<file path="src/sprx_pkg.sv">
/*
 Constants, register map and field layout for the S/PDIF receiver status block.
 Assumes one 10 MHz core clock and a 32-bit Avalon-MM register bus.
*/
package sprx_pkg;
   localparam int         BLK_FRAMES     = 192;
   localparam int         BUF_WORDS      = 24;
   localparam int         NUM_ERR        = 7;
   // Register indices; byte address is four times the index
   localparam logic [7:0] IDX_RX_ERR     = 8'h20;
   localparam logic [7:0] IDX_ERR_MASK   = 8'h21;
   localparam logic [7:0] IDX_BUF_CTRL   = 8'h22;
   localparam logic [7:0] IDX_CS_IRQ     = 8'h23;
   localparam logic [7:0] IDX_CS_IRQ_MSK = 8'h24;
   localparam logic [7:0] IDX_DECODED    = 8'h25;
   localparam logic [7:0] IDX_BUF_BASE   = 8'h4A;
   // Buffer control fields
   localparam int         F_CHSEL        = 0;
   localparam int         F_SRCSEL       = 1;
   localparam int         F_WIDTH        = 2;
   localparam int         F_ONEB_SF      = 3;
   localparam int         F_HOLD_LO      = 4;
   localparam int         F_AUTODE       = 6;
   localparam logic [6:0] BUF_CTRL_RST   = 7'h00;
   localparam logic [6:0] ERR_MASK_RST   = 7'h00;
   localparam logic [6:0] SAMPLE_AFFECT  = 7'h1F;
   localparam logic [7:0] CAT_GENERAL    = 8'h00;
   localparam logic [2:0] EMPH_CONS_5015 = 3'h1;
   localparam logic [2:0] EMPH_PRO_5015  = 3'h4;
   // Hold policies
   typedef enum logic [1:0] {
      SPRX_HOLD_REPEAT = 2'h0,
      SPRX_HOLD_ZERO   = 2'h1,
      SPRX_HOLD_PASS   = 2'h3
   } sprx_hold_type;
endpackage

</file>
<file path="src/sprx_status_buffer.sv">
/*
 Receiver error logging with sample hold, channel status decode and
 the two-stage D/E status and user buffers behind an Avalon-MM slave.
 Assumes the frame decoder runs on core_clk and gives one strobe per subframe.
*/
// Chosen here: the register addresses and the Avalon-MM interface to the registers.
`timescale 1ns/1ps
module sprx_status_buffer (
   // Clock and reset
   input  wire logic        core_clk,
   input  wire logic        rst_b,
   // Avalon-MM slave
   input  wire logic [9:0]  avs_address,
   input  wire logic        avs_read,
   input  wire logic        avs_write,
   input  wire logic [31:0] avs_writedata,
   output logic [31:0]      avs_readdata,
   output logic             avs_waitrequest,
   // Subframe stream from the decoder
   input  wire logic        sf_valid,
   input  wire logic        sf_is_b,
   input  wire logic        sf_block_start,
   input  wire logic [23:0] sf_sample,
   input  wire logic        sf_cbit,
   input  wire logic        sf_ubit,
   input  wire logic        sf_vbit,
   // Error conditions
   input  wire logic        pll_unlock,
   input  wire logic        eye_margin_warning,
   input  wire logic        biphase_code_error,
   input  wire logic        odd_even_check_error,
   input  wire logic        subcode_q_checksum_error,
   input  wire logic        status_block_checksum_error,
   input  wire logic        nonpcm_sync_seen,
   // Audio out to serial port
   output logic [23:0]      out_sample,
   output logic             out_valid,
   output logic             out_is_b,
   output logic             deemph_enable,
   // Interrupts
   output logic             receiver_error_irq,
   output logic             status_change_irq
);
   logic [6:0]  err_r;
   logic [6:0]  err_mask_r;
   logic [6:0]  buf_ctrl_r;
   logic        cs_irq_r;
   logic        cs_irq_mask_r;
   logic [6:0]  err_in;
   logic [6:0]  err_hit;
   logic [15:0] cs_d [sprx_pkg::BUF_WORDS];
   logic [15:0] cs_e [sprx_pkg::BUF_WORDS];
   logic [15:0] us_d [sprx_pkg::BUF_WORDS];
   logic [15:0] us_e [sprx_pkg::BUF_WORDS];
   logic [7:0]  frame_r;
   logic        xfer_pend_r;
   logic        changed;
   logic [191:0] cs_sel;
   logic [23:0] hold_a_r;
   logic [23:0] hold_b_r;
   logic        sample_err;
   logic        ack_r;
   logic        rd_fire;
   logic        wr_fire;
   logic [7:0]  idx;
   logic [31:0] rd_val;
   logic        studio_format_flag;
   logic        copyright_flag;
   logic        first_generation_flag;
   logic        audio_flag;
   logic        emph_5015;
   logic [3:0]  word_len;
   logic [7:0]  category;
   sprx_pkg::sprx_hold_type hold_sel;

   // Byte lane of bit n: bit 7 is the earliest received
   function automatic logic [2:0] bit_pos(input logic [7:0] n);
      bit_pos = 3'h7 - n[2:0];
   endfunction

   // Categories whose generation bit has inverted sense
   function automatic logic gen_inverted(input logic [7:0] cat);
      gen_inverted = (cat[7:5] == 3'h1) || (cat[7:4] == 4'h7) || (cat[7:5] == 3'h4);
   endfunction

   // Bus handshake: one wait state, then the answer
   assign avs_waitrequest = (avs_read | avs_write) & ~ack_r;
   assign rd_fire         = avs_read & ~avs_waitrequest;
   assign wr_fire         = avs_write & ~avs_waitrequest;
   assign idx             = avs_address[9:2];

   always_ff @(posedge core_clk or negedge rst_b) begin
      if (!rst_b) begin
         ack_r <= 1'b0;
      end else begin
         ack_r <= (avs_read | avs_write) & ~ack_r;
      end
   end

   // Error sources; validity taken from the subframe strobe
   assign err_in  = {status_block_checksum_error, subcode_q_checksum_error,
                     odd_even_check_error, biphase_code_error, eye_margin_warning,
                     sf_valid & sf_vbit, pll_unlock};
   assign err_hit = err_in & err_mask_r;

   // Sticky error flags; a new hit wins over the read clear
   // Only bits already reported in the read data are cleared, so a late hit survives
   generate
      for (genvar g = 0; g < sprx_pkg::NUM_ERR; g++) begin : g_err
         always_ff @(posedge core_clk or negedge rst_b) begin
            if (!rst_b) begin
               err_r[g] <= 1'b0;
            end else if (err_hit[g]) begin
               err_r[g] <= 1'b1;
            end else if (rd_fire && idx == sprx_pkg::IDX_RX_ERR && avs_readdata[g]) begin
               err_r[g] <= 1'b0;
            end
         end
      end
   endgenerate

   assign receiver_error_irq = |err_r;

   // Software-written control registers
   always_ff @(posedge core_clk or negedge rst_b) begin
      if (!rst_b) begin
         err_mask_r    <= sprx_pkg::ERR_MASK_RST;
         buf_ctrl_r    <= sprx_pkg::BUF_CTRL_RST;
         cs_irq_mask_r <= 1'b0;
      end else if (wr_fire) begin
         if (idx == sprx_pkg::IDX_ERR_MASK) begin
            err_mask_r <= avs_writedata[6:0];
         end
         if (idx == sprx_pkg::IDX_BUF_CTRL) begin
            buf_ctrl_r <= avs_writedata[6:0];
         end
         if (idx == sprx_pkg::IDX_CS_IRQ_MSK) begin
            cs_irq_mask_r <= avs_writedata[0];
         end
      end
   end

   assign hold_sel = sprx_pkg::sprx_hold_type'(buf_ctrl_r[sprx_pkg::F_HOLD_LO +: 2]);

   // Frame position within the block
   always_ff @(posedge core_clk or negedge rst_b) begin
      if (!rst_b) begin
         frame_r <= 8'h00;
      end else if (sf_valid && sf_is_b) begin
         if (frame_r == 8'(sprx_pkg::BLK_FRAMES - 1)) begin
            frame_r <= 8'h00;
         end else begin
            frame_r <= frame_r + 8'h01;
         end
      end else if (sf_valid && sf_block_start) begin
         frame_r <= 8'h00;
      end
   end

   // Transfer pending after the last B subframe of a block
   always_ff @(posedge core_clk or negedge rst_b) begin
      if (!rst_b) begin
         xfer_pend_r <= 1'b0;
      end else begin
         xfer_pend_r <= sf_valid & sf_is_b & (frame_r == 8'(sprx_pkg::BLK_FRAMES - 1));
      end
   end

   // Incoming status and user bits land in buffer D
   always_ff @(posedge core_clk or negedge rst_b) begin
      if (!rst_b) begin
         for (int i = 0; i < sprx_pkg::BUF_WORDS; i++) begin
            cs_d[i] <= 16'h0000;
            us_d[i] <= 16'h0000;
         end
      end else if (sf_valid && !(sf_block_start && !sf_is_b && frame_r != 8'h00)) begin
         // A bits fill the high byte, B bits the low byte
         cs_d[frame_r[7:3]][{~sf_is_b, bit_pos(frame_r)}] <= sf_cbit;
         us_d[frame_r[7:3]][{~sf_is_b, bit_pos(frame_r)}] <= sf_ubit;
      end
   end

   // Whole-block copy D to E in a single edge
   always_ff @(posedge core_clk or negedge rst_b) begin
      if (!rst_b) begin
         for (int i = 0; i < sprx_pkg::BUF_WORDS; i++) begin
            cs_e[i] <= 16'h0000;
            us_e[i] <= 16'h0000;
         end
      end else if (xfer_pend_r) begin
         for (int i = 0; i < sprx_pkg::BUF_WORDS; i++) begin
            cs_e[i] <= cs_d[i];
            us_e[i] <= us_d[i];
         end
      end
   end

   // Any bit differing between D and E
   always_comb begin
      changed = 1'b0;
      for (int i = 0; i < sprx_pkg::BUF_WORDS; i++) begin
         changed = changed | (cs_d[i] != cs_e[i]) | (us_d[i] != us_e[i]);
      end
   end

   // Change interrupt flag; set wins over read clear
   // Cleared only when the read reported it set
   always_ff @(posedge core_clk or negedge rst_b) begin
      if (!rst_b) begin
         cs_irq_r <= 1'b0;
      end else if (xfer_pend_r && changed) begin
         cs_irq_r <= 1'b1;
      end else if (rd_fire && idx == sprx_pkg::IDX_CS_IRQ && avs_readdata[0]) begin
         cs_irq_r <= 1'b0;
      end
   end

   assign status_change_irq = cs_irq_r & cs_irq_mask_r;

   // Selected subframe status bits in arrival order
   always_comb begin
      cs_sel = '0;
      for (int n = 0; n < sprx_pkg::BLK_FRAMES; n++) begin
         cs_sel[n] = cs_e[n / 8][{~buf_ctrl_r[sprx_pkg::F_CHSEL], bit_pos(8'(n))}];
      end
   end

   // Channel status decodes
   assign category           = cs_sel[15:8];
   assign studio_format_flag = cs_sel[0];
   assign copyright_flag     = ~cs_sel[0] & (~cs_sel[2] | (category == sprx_pkg::CAT_GENERAL));
   assign first_generation_flag = ~cs_sel[0] & (category != sprx_pkg::CAT_GENERAL) &
                                  (cs_sel[15] ^ gen_inverted(category));
   assign audio_flag         = nonpcm_sync_seen | cs_sel[1];
   assign emph_5015          = cs_sel[0] ? ({cs_sel[2], cs_sel[3], cs_sel[4]} == sprx_pkg::EMPH_PRO_5015)
                                         : ({cs_sel[3], cs_sel[4], cs_sel[5]} == sprx_pkg::EMPH_CONS_5015);
   assign word_len           = cs_sel[0] ? {cs_sel[18], cs_sel[19], cs_sel[20], cs_sel[21]}
                                         : {cs_sel[32], cs_sel[33], cs_sel[34], cs_sel[35]};

   // De-emphasis control to the filter path
   always_ff @(posedge core_clk or negedge rst_b) begin
      if (!rst_b) begin
         deemph_enable <= 1'b0;
      end else begin
         deemph_enable <= emph_5015 & buf_ctrl_r[sprx_pkg::F_AUTODE];
      end
   end

   // Only line, eye, biphase, parity and validity errors touch samples
   assign sample_err = |(err_hit & sprx_pkg::SAMPLE_AFFECT);

   // Sample path with hold policy; full 24 bits pass otherwise
   always_ff @(posedge core_clk or negedge rst_b) begin
      if (!rst_b) begin
         out_sample <= 24'h000000;
         out_valid  <= 1'b0;
         out_is_b   <= 1'b0;
         hold_a_r   <= 24'h000000;
         hold_b_r   <= 24'h000000;
      end else begin
         out_valid <= sf_valid;
         if (sf_valid) begin
            out_is_b <= sf_is_b;
            if (!sample_err || hold_sel == sprx_pkg::SPRX_HOLD_PASS) begin
               out_sample <= sf_sample;
               if (sf_is_b) begin
                  hold_b_r <= sf_sample;
               end else begin
                  hold_a_r <= sf_sample;
               end
            end else if (hold_sel == sprx_pkg::SPRX_HOLD_ZERO) begin
               out_sample <= 24'h000000;
            end else begin
               out_sample <= sf_is_b ? hold_b_r : hold_a_r;
            end
         end
      end
   end

   // Read mux, including the buffer window
   always_comb begin
      rd_val = 32'h00000000;
      case (idx)
         sprx_pkg::IDX_RX_ERR:     rd_val = {25'h0, err_r};
         sprx_pkg::IDX_ERR_MASK:   rd_val = {25'h0, err_mask_r};
         sprx_pkg::IDX_BUF_CTRL:   rd_val = {25'h0, buf_ctrl_r};
         sprx_pkg::IDX_CS_IRQ:     rd_val = {31'h0, cs_irq_r};
         sprx_pkg::IDX_CS_IRQ_MSK: rd_val = {31'h0, cs_irq_mask_r};
         sprx_pkg::IDX_DECODED: begin
            rd_val = {23'h0, emph_5015, word_len, audio_flag, first_generation_flag,
                      copyright_flag, studio_format_flag};
         end
         default: begin
            if (idx >= sprx_pkg::IDX_BUF_BASE &&
                idx < sprx_pkg::IDX_BUF_BASE + 8'(sprx_pkg::BUF_WORDS)) begin
               if (buf_ctrl_r[sprx_pkg::F_SRCSEL]) begin
                  rd_val = {16'h0, us_e[5'(idx - sprx_pkg::IDX_BUF_BASE)]};
               end else if (buf_ctrl_r[sprx_pkg::F_WIDTH]) begin
                  rd_val = {16'h0, cs_e[5'(idx - sprx_pkg::IDX_BUF_BASE)]};
               end else if (buf_ctrl_r[sprx_pkg::F_ONEB_SF]) begin
                  rd_val = {24'h0, cs_e[5'(idx - sprx_pkg::IDX_BUF_BASE)][7:0]};
               end else begin
                  rd_val = {24'h0, cs_e[5'(idx - sprx_pkg::IDX_BUF_BASE)][15:8]};
               end
            end
         end
      endcase
   end

   // Read data captured in the wait cycle
   always_ff @(posedge core_clk or negedge rst_b) begin
      if (!rst_b) begin
         avs_readdata <= 32'h00000000;
      end else if (avs_read && !ack_r) begin
         avs_readdata <= rd_val;
      end
   end
endmodule

</file>
<file path="config.mk">
export PLATFORM = sky130hd
export DESIGN_NAME = sprx_status_buffer
export DESIGN_NICKNAME = d
export VERILOG_FILES = /design/src/sprx_pkg.sv /design/src/sprx_status_buffer.sv
export SDC_FILE = /design/constraint.sdc
export NUM_CORES = 2
export LEC_CHECK = 0
export ABC_CLOCK_PERIOD_IN_PS = 2700
export BUFFER_PORTS_ARGS = -buffer_cell sky130_fd_sc_hd__clkbuf_2
export CORE_MARGIN = 5
export CORE_UTILIZATION = 35
export DETAILED_ROUTE_END_ITERATION = 10
export SKIP_CTS_REPAIR_TIMING = 1
export SLEW_MARGIN = 25
export SYNTH_ARGS = -nofsm -noshare
export SYNTH_HDL_FRONTEND = slang
export SYNTH_SLANG_ARGS = --single-unit
</file>
<file path="constraint.sdc">
create_clock -name core_clk -period 2.7 [get_ports core_clk]
set_clock_uncertainty 0.15 [all_clocks]
set_input_delay 0.27 -clock core_clk [delete_from_list [all_inputs] [get_ports core_clk]]
set_output_delay 0.27 -clock core_clk [all_outputs]
set_load 0.005 [all_outputs]
</file>
==> out/metrics.yaml <==
critPathCapture: "cs_irq_r"
worst-r2r-setup-slack_ns: -0.37
first_pass_iters: 6
rsz0062_at_grt: "yes"
place_inst: 9757
dieArea_sq_mm: 0.237
post-dp-hpwl_microns: 283000
fin_setup_tns_ns: -0.544
reg2reg_from: "cs_e[131]"
cts.htree.levels: 4
yosysTopAreaCellShare: 0.523
num_rows: 175
yosys-top-cells-area: "dfrtp_1 52%, mux2_2 20%, mux4_2 6.1%"
routed_wirelength_microns: 369000
synth_most_common_cell: "dfrtp_1"
ys_seq_elements: 1660
die_w_microns: 487
port_buffers: 101
endpoint_kind: "flip-flop"
total_power_mw: 56.4
p_per_area_mw_per_mm2: 565
num-nets-final: 7094
crit_path_max_fanout: 2
cp.arrival_ns: 3.64
area_growth_pct: 25.7
fill_cells: 20600
cts_sinks: 1660
grt_pass1_vias: 57700
ant_nets: 0
via_per_inst: 5.78
synth_largest_area_cell: "dfrtp_1"
cts_tree: "done"
fin_hold_ws_ns: -0.00953
clock_latency_ns: 0.83
globalplace.congestion: 1.06
setup_ws_ns: -0.374
die_h_microns: 487
outcome: "finished with violations"
drtIter0Drc: 7380
path_clk_slew_ns: 0.06
async_reset_ff_frac: 1.00
crit_path_start_kind: "flip-flop"
syn_area_sq_mm: 0.0795
cts-buffers-inserted: 184
r2r-end: "cs_irq_r"
critical_path_class: "reg -> reg"
startpoint: "cs_e[131]"
overflow: 0
clock-root-buffer: "clkbuf_16"
cap_violations: 0
vias: 58800
max_freq_mhz: 325
synthFlopType: "dfrtp_1"
grtUsageTotal: 0.304
setup_violations: 8
violations: "negative hold slack, negative setup slack"
leakage_nw: 48.5
route.detailed.drc: 0
grt_start_max_net_pins: 126
syn_area_per_cell_sq_um: 13.5
antenna_found_initial: 47
max_slew_margin: 0.193
clock_path_buffers: 3
synth.distinct_cells: 68
drive_gt1_frac: 0.470
synth_seq_area_share: 0.523
final_cells: 10200
core_region_area_sq_mm: 0.227
yosys-top-cells-count: "1660 x dfrtp_1, 1433 x mux2_2, 462 x xnor2_1"
max_slew.worst_pin.slew_ns: 1.21
wl_per_cell_microns: 36.3
grt_pass1_wl_microns: 494000
hold_violations: 1
reg2reg_depth: 9
io_pins: 145
synth_edf_count: 0
ir_drop_uv: 694
maxSlewViolCount: 0
critPathRequiredTime_ns: 3.27
synthCells: 5871
min_period_ns: 3.07
start_util: 0.351
min_period_over_period: 1.14
yosys_warnings: 0
worstHoldPathType: "in -> reg"
worst min path at each step:
stage	start	endpoint	depth (start not counted)
finish	avs_address[3]	avs_readdata[1]	6
global route	avs_address[3]	avs_readdata[1]	6
CTS	rst_b	hold_a_r[5]	1
detailed placement	rst_b	hold_a_r[5]	1
global placement	rst_b	hold_a_r[5]	1
floorplan	rst_b	ack_r	0
critical path, stage by stage, from the launching register on:
cell	delay, ns
dfrtp_1	0.40
xnor2_1	0.59
buf_4	0.22
nand4_1	0.13
nor4_1	0.34
buf_4	0.20
nand4_1	0.17
nor4_2	0.21
nand3_1	0.18
o32a_1	0.37
cell type report:
cell class | count | area (sq um) | area share
sequential | 1660 | 41500 | 0.416
multi-input combinational | 3806 | 36900 | 0.369
timing repair buffer | 1285 | 11200 | 0.112
clock buffer | 278 | 5570 | 0.0558
tap | 3009 | 3760 | 0.0377
clock inverter | 51 | 666 | 0.00666
inverter | 68 | 256 | 0.00257
antenna | 19 | 47.5 | 0.000476
layout by cell type, fill, tap and decap left out, types with 58 or more instances in the layout:
cell type,n
nand4_1,140
inv_1,67
xor2_1,242
dlygate4sd3_1,60
clkbuf_2,96
clkbuf_16,189
mux2_2,1433
buf_4,994
mux4_2,217
buf_12,118
dfrtp_1,1657
nand2_1,329
o21ai_0,85
nand2_2,58
nor4_1,96
nor2_1,139
mux2_1,120
xnor2_1,443
sequential cells by signal, indices dropped and copies added, names as in the netlist, 7 cells and up:
| name | flops |
|---|---|
| avs_readdata | 16 |
| buf_ctrl_r | 7 |
| cs_d | 384 |
| cs_e | 384 |
| err_mask_r | 7 |
| err_r | 7 |
| frame_r | 8 |
| hold_a_r | 24 |
| hold_b_r | 24 |
| out_sample | 24 |
| us_d | 384 |
| us_e | 384 |
per-stage QoR:
step	instance area, sq um	util	setup WS [ns]
3_3_place_gp	92200	0.407	-1.08
6_report	99900	0.441	-0.374
5_1_grt	99900	0.441	-0.234
3_5_place_dp	92200	0.407	-0.633
4_1_cts	98500	0.434	-0.621
2_1_floorplan	79600	-	0.00141
logic make-up (layout without fill, tap and decap cells):
| logic type | count (synthesis) | in the layout | synth area share |
|---|---|---|---|
| xor gates and xnor gates | 711 | 711 | 0.0783 |
| muxes | 1864 | 1864 | 0.295 |
| and+or+nand+nor | 912 | 912 | 0.0564 |
| buffers and inverters | 420 | 1682 | 0.0229 |
| DFF | 1660 | 1660 | 0.523 |
| other | 1 | 35 | 0.0000472 |
| AOI/OAI and AO/OA | 297 | 297 | 0.0241 |
| adders and majority gates | 6 | 6 | 0.000944 |
per-layer routing:
layer | wire (microns) | GRT usage
met1 | 146000 | 0.407
met2 | 156000 | 0.439
met3 | 37800 | 0.0776
met4 | 28900 | 0.192
met5 | 138 | 0
power by group:
part	switching, mW	internal [mW]
clock	10.9	15.4
combinational	2.75	1.71
sequential	0.355	25.2
total	14.0	42.4
Power figures use the tool's default switching activity.
